File: src/acc_status_pkg.sv
// Shared constants for the accessory status and interrupt flag block
package acc_status_pkg;
   // Register offsets on the internal register read port
   localparam logic [7:0] AUX_STATUS_OFS = 8'h05;
   localparam logic [7:0] IRQ_FLAGS_OFS = 8'h06;
   // Reset values
   localparam logic [7:0] AUX_STATUS_RST = 8'h00;
   localparam logic [7:0] IRQ_FLAGS_RST = 8'h00;
   localparam logic [7:0] UNMAPPED_DATA = 8'h00;
   // Field positions of the auxiliary status register
   localparam int POWERED_HS_BIT = 7;
   localparam int THERMAL_CMP_BIT = 6;
   localparam int SUCCESSIVE_APPROX_COMPARATOR_STATE_BIT = 5;
   localparam int BTN_THR_CMP_BIT = 4;
   localparam int SPARE_BTN_BIT = 0;
   // Field positions of the interrupt flag register
   localparam int BTN_REQ_IRQ_BIT = 5;
   localparam int JACK_CHG_IRQ_BIT = 1;
   // Flag bits fed by outside event pulses rather than local edge detectors
   localparam logic [7:0] EXT_EVENT_BITS = 8'hDD;
   // Synchroniser depth for pin-level inputs
   localparam int SYNC_STAGES = 2;
endpackage : acc_status_pkg

File: src/accessory_status_irq_flags.sv
// Auxiliary status register and clear-on-read interrupt flags of the jack manager
// Overview of operation
// - Powered headset flag is 1 above the detect threshold, 0 below it.
// - Thermal, successive-approx and button-threshold comparator bits mirror comparators unlatched.
// - Spare button flag forced to 0 when bypass open or mic above threshold.
// - In bypass, spare flag is 1 when low-gain result exceeds top threshold.
// - Spare flag updates only in bypass mode on low-gain converter results.
// - Button request flag sets on both edges of button request state in bypass.
// - Jack change flag sets on both edges of the debounced jack detect input.
// - A flag drives the interrupt only while its mask bit is 1.
`timescale 1ns/10ps
module accessory_status_irq_flags #(
   parameter int DATA_WIDTH = 8
) (
   input wire logic i_clk, // 100 MHz block clock
   input wire logic i_rstn, // Async reset, active low
   input wire logic i_ce, // Clock enable, freezes state when low
   input wire logic i_rd_stb, // Register read strobe, one cycle
   input wire logic [7:0] i_rd_addr, // Register read offset
   output logic [7:0] o_rd_data, // Read data, held until next read
   output logic o_rd_valid, // Read data valid pulse
   input wire logic [DATA_WIDTH-1:0] i_sense_voltage, // Sense resistor voltage result
   input wire logic [DATA_WIDTH-1:0] i_headset_threshold, // Headset detect threshold
   input wire logic i_thermal_cmp, // Analog thermal comparator
   input wire logic i_successive_approx_comparator_state, // Analog successive-approx comparator
   input wire logic i_btn_thr_cmp, // Analog button threshold comparator
   input wire logic i_mic_over_thr, // Analog: mic voltage above selected level
   input wire logic i_bypass_closed, // Bypass switch closed (bypass mode)
   input wire logic [DATA_WIDTH-1:0] i_second_result, // Second converter result
   input wire logic i_second_valid, // Second result update pulse
   input wire logic i_low_gain, // Second result taken at low gain
   input wire logic [DATA_WIDTH-1:0] i_top_threshold, // Top button threshold
   input wire logic i_button_request, // Button request state level
   input wire logic i_jack_detect, // Debounced jack detect level
   input wire logic [7:0] i_ext_events, // Event pulses for remaining flag bits
   input wire logic [7:0] i_irq_mask, // Mask register, 1 = not masked
   output logic o_irq // Interrupt request, active high
);
   // Synchronised analog comparator levels
   logic [3:0] cmp_sync;
   logic thermal_s;
   logic sar_s;
   logic btn_thr_s;
   logic mic_over_s;

   // Registers and their next-state values
   logic powered_hs_q;
   logic powered_hs_d;
   logic spare_btn_q;
   logic spare_btn_d;
   logic btn_req_q;
   logic jack_q;
   logic edge_init_q;
   logic [7:0] flags_q;
   logic [7:0] flags_d;
   logic [7:0] rd_data_q;
   logic [7:0] rd_data_d;
   logic rd_valid_q;
   logic irq_q;

   // Combinational terms
   logic [7:0] aux_status;
   logic [7:0] flag_set;
   logic [7:0] flag_clr;
   logic btn_edge;
   logic jack_edge;
   logic rd_aux;
   logic rd_flags;
   logic spare_block;
   logic spare_update;

   // Comparators arrive from the analog side, asynchronous to the clock
   level_sync #(
      .WIDTH(4)
   ) u_cmp_sync (
      .i_clk(i_clk),
      .i_rstn(i_rstn),
      .i_ce(i_ce),
      .i_async({i_thermal_cmp, i_successive_approx_comparator_state, i_btn_thr_cmp, i_mic_over_thr}),
      .o_sync(cmp_sync)
   );

   assign thermal_s = cmp_sync[3];
   assign sar_s = cmp_sync[2];
   assign btn_thr_s = cmp_sync[1];
   assign mic_over_s = cmp_sync[0];

   // Address decode, shared by read data and clear-on-read
   function automatic logic hit(input logic [7:0] addr, input logic [7:0] ofs);
      hit = (addr == ofs);
   endfunction : hit

   assign rd_aux = i_rd_stb && hit(i_rd_addr, acc_status_pkg::AUX_STATUS_OFS);
   assign rd_flags = i_rd_stb && hit(i_rd_addr, acc_status_pkg::IRQ_FLAGS_OFS);

   // Headset detect: equal values hold the last decision to avoid chatter
   assign powered_hs_d = (i_sense_voltage > i_headset_threshold) ? 1'b1 :
                         (i_sense_voltage < i_headset_threshold) ? 1'b0 :
                         powered_hs_q;

   // Spare button: forced clear wins over any converter update
   assign spare_block = !i_bypass_closed || mic_over_s;
   assign spare_update = i_bypass_closed && i_low_gain && i_second_valid;
   assign spare_btn_d = spare_block ? 1'b0 :
                        spare_update ? (i_second_result > i_top_threshold) :
                        spare_btn_q;

   // Comparator bits are live; only the synchroniser delays them
   always_comb begin
      aux_status = acc_status_pkg::AUX_STATUS_RST;
      aux_status[acc_status_pkg::POWERED_HS_BIT] = powered_hs_q;
      aux_status[acc_status_pkg::THERMAL_CMP_BIT] = thermal_s;
      aux_status[acc_status_pkg::SUCCESSIVE_APPROX_COMPARATOR_STATE_BIT] = sar_s;
      aux_status[acc_status_pkg::BTN_THR_CMP_BIT] = btn_thr_s;
      aux_status[acc_status_pkg::SPARE_BTN_BIT] = spare_btn_q;
   end

   // Edge detection; first sample after reset is not an edge
   assign btn_edge = edge_init_q && (i_button_request != btn_req_q) && i_bypass_closed;
   assign jack_edge = edge_init_q && (i_jack_detect != jack_q);

   // Flag set and clear terms; set is applied after clear so it wins
   always_comb begin
      flag_set = i_ext_events & acc_status_pkg::EXT_EVENT_BITS;
      flag_set[acc_status_pkg::BTN_REQ_IRQ_BIT] = btn_edge;
      flag_set[acc_status_pkg::JACK_CHG_IRQ_BIT] = jack_edge;
   end

   assign flag_clr = rd_flags ? 8'hFF : 8'h00;
   assign flags_d = (flags_q & ~flag_clr) | flag_set;

   // Read mux; unmapped offsets answer zero
   assign rd_data_d = rd_aux ? aux_status :
                      rd_flags ? flags_q :
                      acc_status_pkg::UNMAPPED_DATA;

   // Status state
   always_ff @(posedge i_clk or negedge i_rstn) begin
      if (!i_rstn) begin
         powered_hs_q <= 1'b0;
         spare_btn_q <= 1'b0;
      end else if (i_ce) begin
         powered_hs_q <= powered_hs_d;
         spare_btn_q <= spare_btn_d;
      end
   end

   // Edge history
   always_ff @(posedge i_clk or negedge i_rstn) begin
      if (!i_rstn) begin
         btn_req_q <= 1'b0;
         jack_q <= 1'b0;
         edge_init_q <= 1'b0;
      end else if (i_ce) begin
         btn_req_q <= i_button_request;
         jack_q <= i_jack_detect;
         edge_init_q <= 1'b1;
      end
   end

   // Flags, read port and interrupt, all registered outputs
   always_ff @(posedge i_clk or negedge i_rstn) begin
      if (!i_rstn) begin
         flags_q <= acc_status_pkg::IRQ_FLAGS_RST;
         rd_data_q <= acc_status_pkg::UNMAPPED_DATA;
         rd_valid_q <= 1'b0;
         irq_q <= 1'b0;
      end else if (i_ce) begin
         flags_q <= flags_d;
         rd_valid_q <= i_rd_stb;
         if (i_rd_stb) begin
            rd_data_q <= rd_data_d;
         end
         irq_q <= |(flags_d & i_irq_mask);
      end
   end

   assign o_rd_data = rd_data_q;
   assign o_rd_valid = rd_valid_q;
   assign o_irq = irq_q;

   initial begin
      if (DATA_WIDTH < 1 || DATA_WIDTH > 16) begin
         $error("accessory_status_irq_flags: DATA_WIDTH out of range");
      end
   end
endmodule : accessory_status_irq_flags

File: src/level_sync.sv
// Two-flop synchroniser for a group of asynchronous level inputs
`timescale 1ns/10ps
module level_sync #(
   parameter int WIDTH = 1
) (
   input wire logic i_clk, // Block clock
   input wire logic i_rstn, // Async reset, active low
   input wire logic i_ce, // Clock enable
   input wire logic [WIDTH-1:0] i_async, // Asynchronous levels
   output logic [WIDTH-1:0] o_sync // Synchronised levels
);
   logic [WIDTH-1:0] meta_q;
   logic [WIDTH-1:0] sync_q;

   // First stage is read only by the second stage
   always_ff @(posedge i_clk or negedge i_rstn) begin
      if (!i_rstn) begin
         meta_q <= '0;
         sync_q <= '0;
      end else if (i_ce) begin
         meta_q <= i_async;
         sync_q <= meta_q;
      end
   end

   assign o_sync = sync_q;

   initial begin
      if (WIDTH < 1 || acc_status_pkg::SYNC_STAGES != 2) begin
         $error("level_sync: unsupported width or depth");
      end
   end
endmodule : level_sync

File: config.mk
export PLATFORM = sky130hd
export DESIGN_NAME = accessory_status_irq_flags
export DESIGN_NICKNAME = d
export VERILOG_FILES = /design/src/acc_status_pkg.sv /design/src/accessory_status_irq_flags.sv /design/src/level_sync.sv
export SDC_FILE = /design/constraint.sdc
export NUM_CORES = 1
export LEC_CHECK = 0
export BUFFER_PORTS_ARGS = -buffer_cell sky130_fd_sc_hd__buf_2
export CAP_MARGIN = 10
export CORE_AREA = 2 2 63 65
export CTS_BUF_LIST = sky130_fd_sc_hd__clkbuf_16
export DETAILED_ROUTE_END_ITERATION = 16
export DIE_AREA = 0 0 65 67
export PLACE_DENSITY = 0.83
export SETUP_SLACK_MARGIN = 0.2
export SYNTH_ARGS = -nofsm -noshare
export SYNTH_HDL_FRONTEND = slang
export SYNTH_HIERARCHICAL = 1
export SYNTH_SLANG_ARGS = --single-unit
File: constraint.sdc
create_clock -name i_clk -period 2.6 [get_ports i_clk]
set_clock_uncertainty 0.2 [all_clocks]
set_input_delay 0.13 -clock i_clk [delete_from_list [all_inputs] [get_ports i_clk]]
set_output_delay 0.13 -clock i_clk [all_outputs]
set_load 0.02 [all_outputs]
; Yosys cells after proc, flatten, opt, wreduce, memory -nomap -nowiden
; Cells that the tools add are included.
; Widths: inputs -> output; s select.
[op_classes]
order_cmp = 3
eq_ne = 4
muxes = 7
bitwise_logic = 4
reduce_logical = 15
[op_table]
columns = op, n
row1 = $mux 8, 3
row2 = $and 8x8->8, 2
row3 = $eq 8x3->1 const B, 2
row4 = $gt 8x8->1, 2
row5 = $lt 8x8->1, 1
row6 = $not 8->8, 1
row7 = $or 8x8->8, 1
row8 = $reduce_or 8->1, 1
row9 = $logic_and 1x1->1, 7
row10 = $reduce_and 2->1, 3
row11 = $mux 1, 4
row12 = $reduce_bool 2->1, 2
row13 = $ne 1x1->1, 2
row14 = $logic_not 1->1, 1
row15 = $logic_or 1x1->1, 1
[totals]
register_bits = 31
inputBits = 69
output_inout_bits = 10
elab_cells = 44

; Logic depth before layout (Yosys ltp)
[logic_depth]
ltp_word = 8
mapped_depth = 7
mapped_depth_nobuf = 7

; Modules after synthesis
; Netlist, hierarchy kept.
[by_module_without_submodules]
columns = mod, instances, cells_per_inst, area_per_inst_um2, seq_area_each_um2
row1 = accessory_status_irq_flags, 1, 160, 1485.2, 575.6
row2 = level_sync, 1, 17, 331.6, 200.2

; Worst setup path before layout
; OpenSTA, ideal clock, no wires.
[synth_timing]
path_type = input to register
start = input port i_rd_addr[5]
end = register irq_q, in the netlist o_irq
setup_ns = 0.131
arrival_ns = 1.270
required_ns = 2.269
setup_slack_ns = 0.999
path_stages = 5
n_path_buf = 0
path_cell_list = or3_4 -> nor4_4 -> o2111ai_1 -> a211oi_1 -> a31oi_1
[synth_via]
elab_chain_len = 8
[synth_lines]
columns = item, line
row1 = start: declaration, accessory_status_irq_flags.sv:19  ; input wire logic [7:0] i_rd_addr,
row2 = $eq 8x3->1, accessory_status_irq_flags.sv:90  ; hit = (addr == ofs);
row3 = $logic_and 1x1->1, accessory_status_irq_flags.sv:94  ; assign rd_flags = i_rd_stb && hit(i_rd_addr, acc_status_pkg::IRQ_FLAGS_OFS);
row4 = $mux 8, accessory_status_irq_flags.sv:129  ; assign flag_clr = rd_flags ? 8'hFF : 8'h00;
row5 = $not 8->8, accessory_status_irq_flags.sv:130  ; assign flags_d = (flags_q & ~flag_clr) | flag_set;
row6 = $and 8x8->8, accessory_status_irq_flags.sv:130
row7 = $or 8x8->8, accessory_status_irq_flags.sv:130
row8 = $and 8x8->8, accessory_status_irq_flags.sv:174  ; irq_q <= |(flags_d & i_irq_mask);
row9 = $reduce_or 8->1, accessory_status_irq_flags.sv:174
row10 = end signal: assignment, accessory_status_irq_flags.sv:174
row11 = end: declaration, accessory_status_irq_flags.sv:59  ; logic irq_q;
; No other way between the ends.
; A chain may end at the register's enable or synchronous reset.

; Worst setup path in the final report
[layout_timing]
start = input port i_rd_addr[3]
end = register irq_q, in the netlist o_irq
; The elaborated chain is that of the path after synthesis.

==> results.txt <==
result of the run -> complete, no violations
#FFs+latches synth -> 31
vias per inst -> 5.18
placeable core area -> 3610 um2
final worst path period need -> 2.01 ns
Worst Path Required -> 2.55 ns
count of routing violations after the opening detailed-route iteration -> 92
clock tree from TritonCTS -> done
standard-cell row count -> 22
largest net degree at the start of global routing -> 32
Syn. warnings -> 6
gr ovfl total -> 0
I/O pin total -> 79
worst skew pair latency -> 0.27 ns
Mapped Area -> 1820 um2
placed instance count -> 297
power density relative to cell area -> 496 nW/um2
commonest cells after routing, fill and taps aside -> buf_2 (76), dfrtp_1 (31), inv_1 (25), nand2_1 (20), dlygate4sd3_1 (18)
count of input and output buffers -> 76
Post-Synthesis Net Count -> 262
clock-pin slew of the registers on the worst-case setup and hold paths -> 0.05 ns
commonest non-fill, non-tap cell in the layout -> buf_2
GP Congestion -> 0.721
syn_area_per_cell -> 10.3 um2
number of nets in the layout -> 359
type of element capturing the critical path -> flip-flop
period utilisation layout -> 77.1%
worst ir drop on vdd -> 0.000259 V
number of H-tree levels -> 2
Worst path top cell family by delay -> buffers and inverters
via count -> 1667
initial antenna violation count -> 0
slew margin rel. -> 55.5%
crit-path max FO -> 16
cell-by-cell listing of the critical path -> buf_2 > nand4bb_1 > nor4_4 > buf_4 > o21bai_1 > a22oi_1 > dlygate4sd3_1 > a31oi_1
type of the worst min-delay path -> input pin to flip-flop
final count of negative-setup-slack endpoints -> 0
Detailed Place HPWL -> 3.10 mm
synth unique cells -> 36
master of the slowest instance on the critical path -> dlygate4sd3_1
kind of critical path -> input pin to flip-flop
max-capacitance violation count -> 0
crit path buf inv count -> 3
Max stage delay on crit path -> 0.58 ns
part of the Yosys area used for sequential elements -> 42.7%
area grow syn2layout -> 40.1%
vias in the first global route -> 1679
layout cells sized above 1 -> 35.4%
top flip-flop cell by instance count after synthesis -> dfrtp_1
Routed WL per cell -> 13.0 um
Antenna Cells -> 0
router iterations before antenna repair -> 4
total CTS buffers -> 5
actual transition at the worst max-transition pin -> 0.668 ns
Crit path arrival time -> 1.96 ns
Cell Count, Final, Fillers Out -> 322
vertical extent of the die -> 67 um
cell count after synthesis -> 177
first-pass GRT wire length -> 7.26 mm
leakage power total -> 1.37 nW
number of buffers on the longest clock path -> 2
Die Footprint -> 4360 um2
hold violation count in the final report -> 0
async set-or-reset flop fraction in the synthesized netlist -> 100%
Peak Freq -> 499 MHz
DRT antenna net count -> 0
die width -> 65 um
final routed wirelength across all metal layers -> 4.20 mm
final instance area -> 2540 um2
CTS sink cnt -> 31
Setup TNS -> 0 ns
cell at the root of the clock tree -> clkbuf_16
cell area after placement -> 2230 um2
total DRC errors in the routed layout -> 0
initial core utilization -> 50.4%
RSZ-0062 raised after global routing -> false
Overall Global Routing Usage -> 22.0%
number of flops mapped to enable cells by yosys -> 0
kind of start point of the critical path -> input pin
final max-slew violation count -> 0
-- worst min-delay path: cells and delay by family --
family / cells / cell delay (ns)
compound gates: 1 / 0.07
simple gates: 3 / 0.17
buf+inv: 1 / 0.09
-- cells by family (layout without fill, tap and decap cells) --
group / after synthesis / in the layout / share of synthesized area [%]
AOI/OAI and AO/OA: 51 / 51 / 18.7
xor gates and xnor gates: 2 / 2 / 0.964
buffers and inverters: 30 / 127 / 7.02
muxes: 10 / 10 / 7.85
DFF: 31 / 31 / 42.7
adders and majority gates: 16 / 16 / 11.0
and+or+nand+nor: 37 / 37 / 11.8
-- state kept, by name, summed over array words and instances (netlist names), 4 cells and up --
name / flops
flags_q: 8
o_rd_data: 8
u_cmp_sync/meta_q: 4
u_cmp_sync/o_sync: 4
-- synth_stat cells, types with 2 or more instances --
| cell type | count | share of area (%) |
|---|---|---|
| nand2_1 | 20 | 4.1 |
| a211oi_1 | 3 | 1.2 |
| nor2b_1 | 3 | 1.0 |
| xor2_1 | 2 | 0.96 |
| dfrtp_1 | 31 | 43 |
| nand4_1 | 4 | 1.4 |
| o21ai_0 | 14 | 3.9 |
| o21a_1 | 2 | 0.83 |
| a21o_1 | 3 | 1.2 |
| inv_1 | 25 | 5.2 |
| o21bai_1 | 4 | 1.7 |
| a21oi_1 | 6 | 1.7 |
| buf_6 | 2 | 1.2 |
| a22oi_1 | 7 | 2.9 |
| ha_1 | 16 | 11 |
| clkbuf_1 | 2 | 0.41 |
| mux2_4 | 8 | 6.6 |
| a31oi_1 | 2 | 0.69 |
| a22o_1 | 5 | 2.4 |
| mux2_2 | 2 | 1.2 |
-- stage by stage --
step                      hold WS (ns)  utilization (%)  total power (W)  worst slack, ns
final                           0.0430             70.6          0.00126            0.595
after global routing            0.0742             70.6          0.00132            0.474
after CTS                       0.0424             70.6          0.00127            0.617
after detailed placement       0.00431             61.9         0.000720            0.729
after global placement       -0.000242             61.9         0.000711            0.784
after floorplan                 -0.366                -         0.000634            0.999
-- layout make-up --
type / instances / area [um2]
fillers: 288 / 1060
multi-input cells: 116 / 913
flip-flops and latches: 31 / 776
repair buffers: 95 / 568
clock buffers: 5 / 125
inverters: 25 / 93.8
well taps: 48 / 60.1
clock inverters: 2 / 8.76
-- per-layer routing --
metal / routed length (um) / vias to the layer above / global-route usage, %
met5: 0 / - / 0
met4: 68 / 0 / 7.98
met3: 321 / 8 / 5.91
met2: 2110 / 69 / 39.6
met1: 1700 / 771 / 24.9
li1: - / 819 / -
-- worst paths after layout --
path                              start                    to  slack (ns)  cells past startpoint
min in group asynchronous        i_rstn            flags_q[2]        0.26                      2
max reg2reg                  flags_q[4]                 o_irq        0.93                      5
min reg2reg                o_rd_data[7]          o_rd_data[7]        0.28                      2
max in group asynchronous        i_rstn  u_cmp_sync/meta_q[2]        1.50                      2
max                        i_rd_addr[3]                 o_irq        0.59                      8
min                          i_low_gain           spare_btn_q        0.04                      5
-- power breakdown --
part / leakage (nW) / switching (W) / internal (W)
clock: 0.0671 / 0.000188 / 0.000342
combinational: 0.953 / 0.0000880 / 0.000118
sequential: 0.354 / 0.0000155 / 0.000509
-- timing repair --
item / CTS / global route
gates resized for setup: 0 / 0
hold buffers: 18 / 0
setup buffers: 0 / 0
endpoints found under the hold margin: 45 / 0
Note: power is estimated with default switching activity, not from simulation.
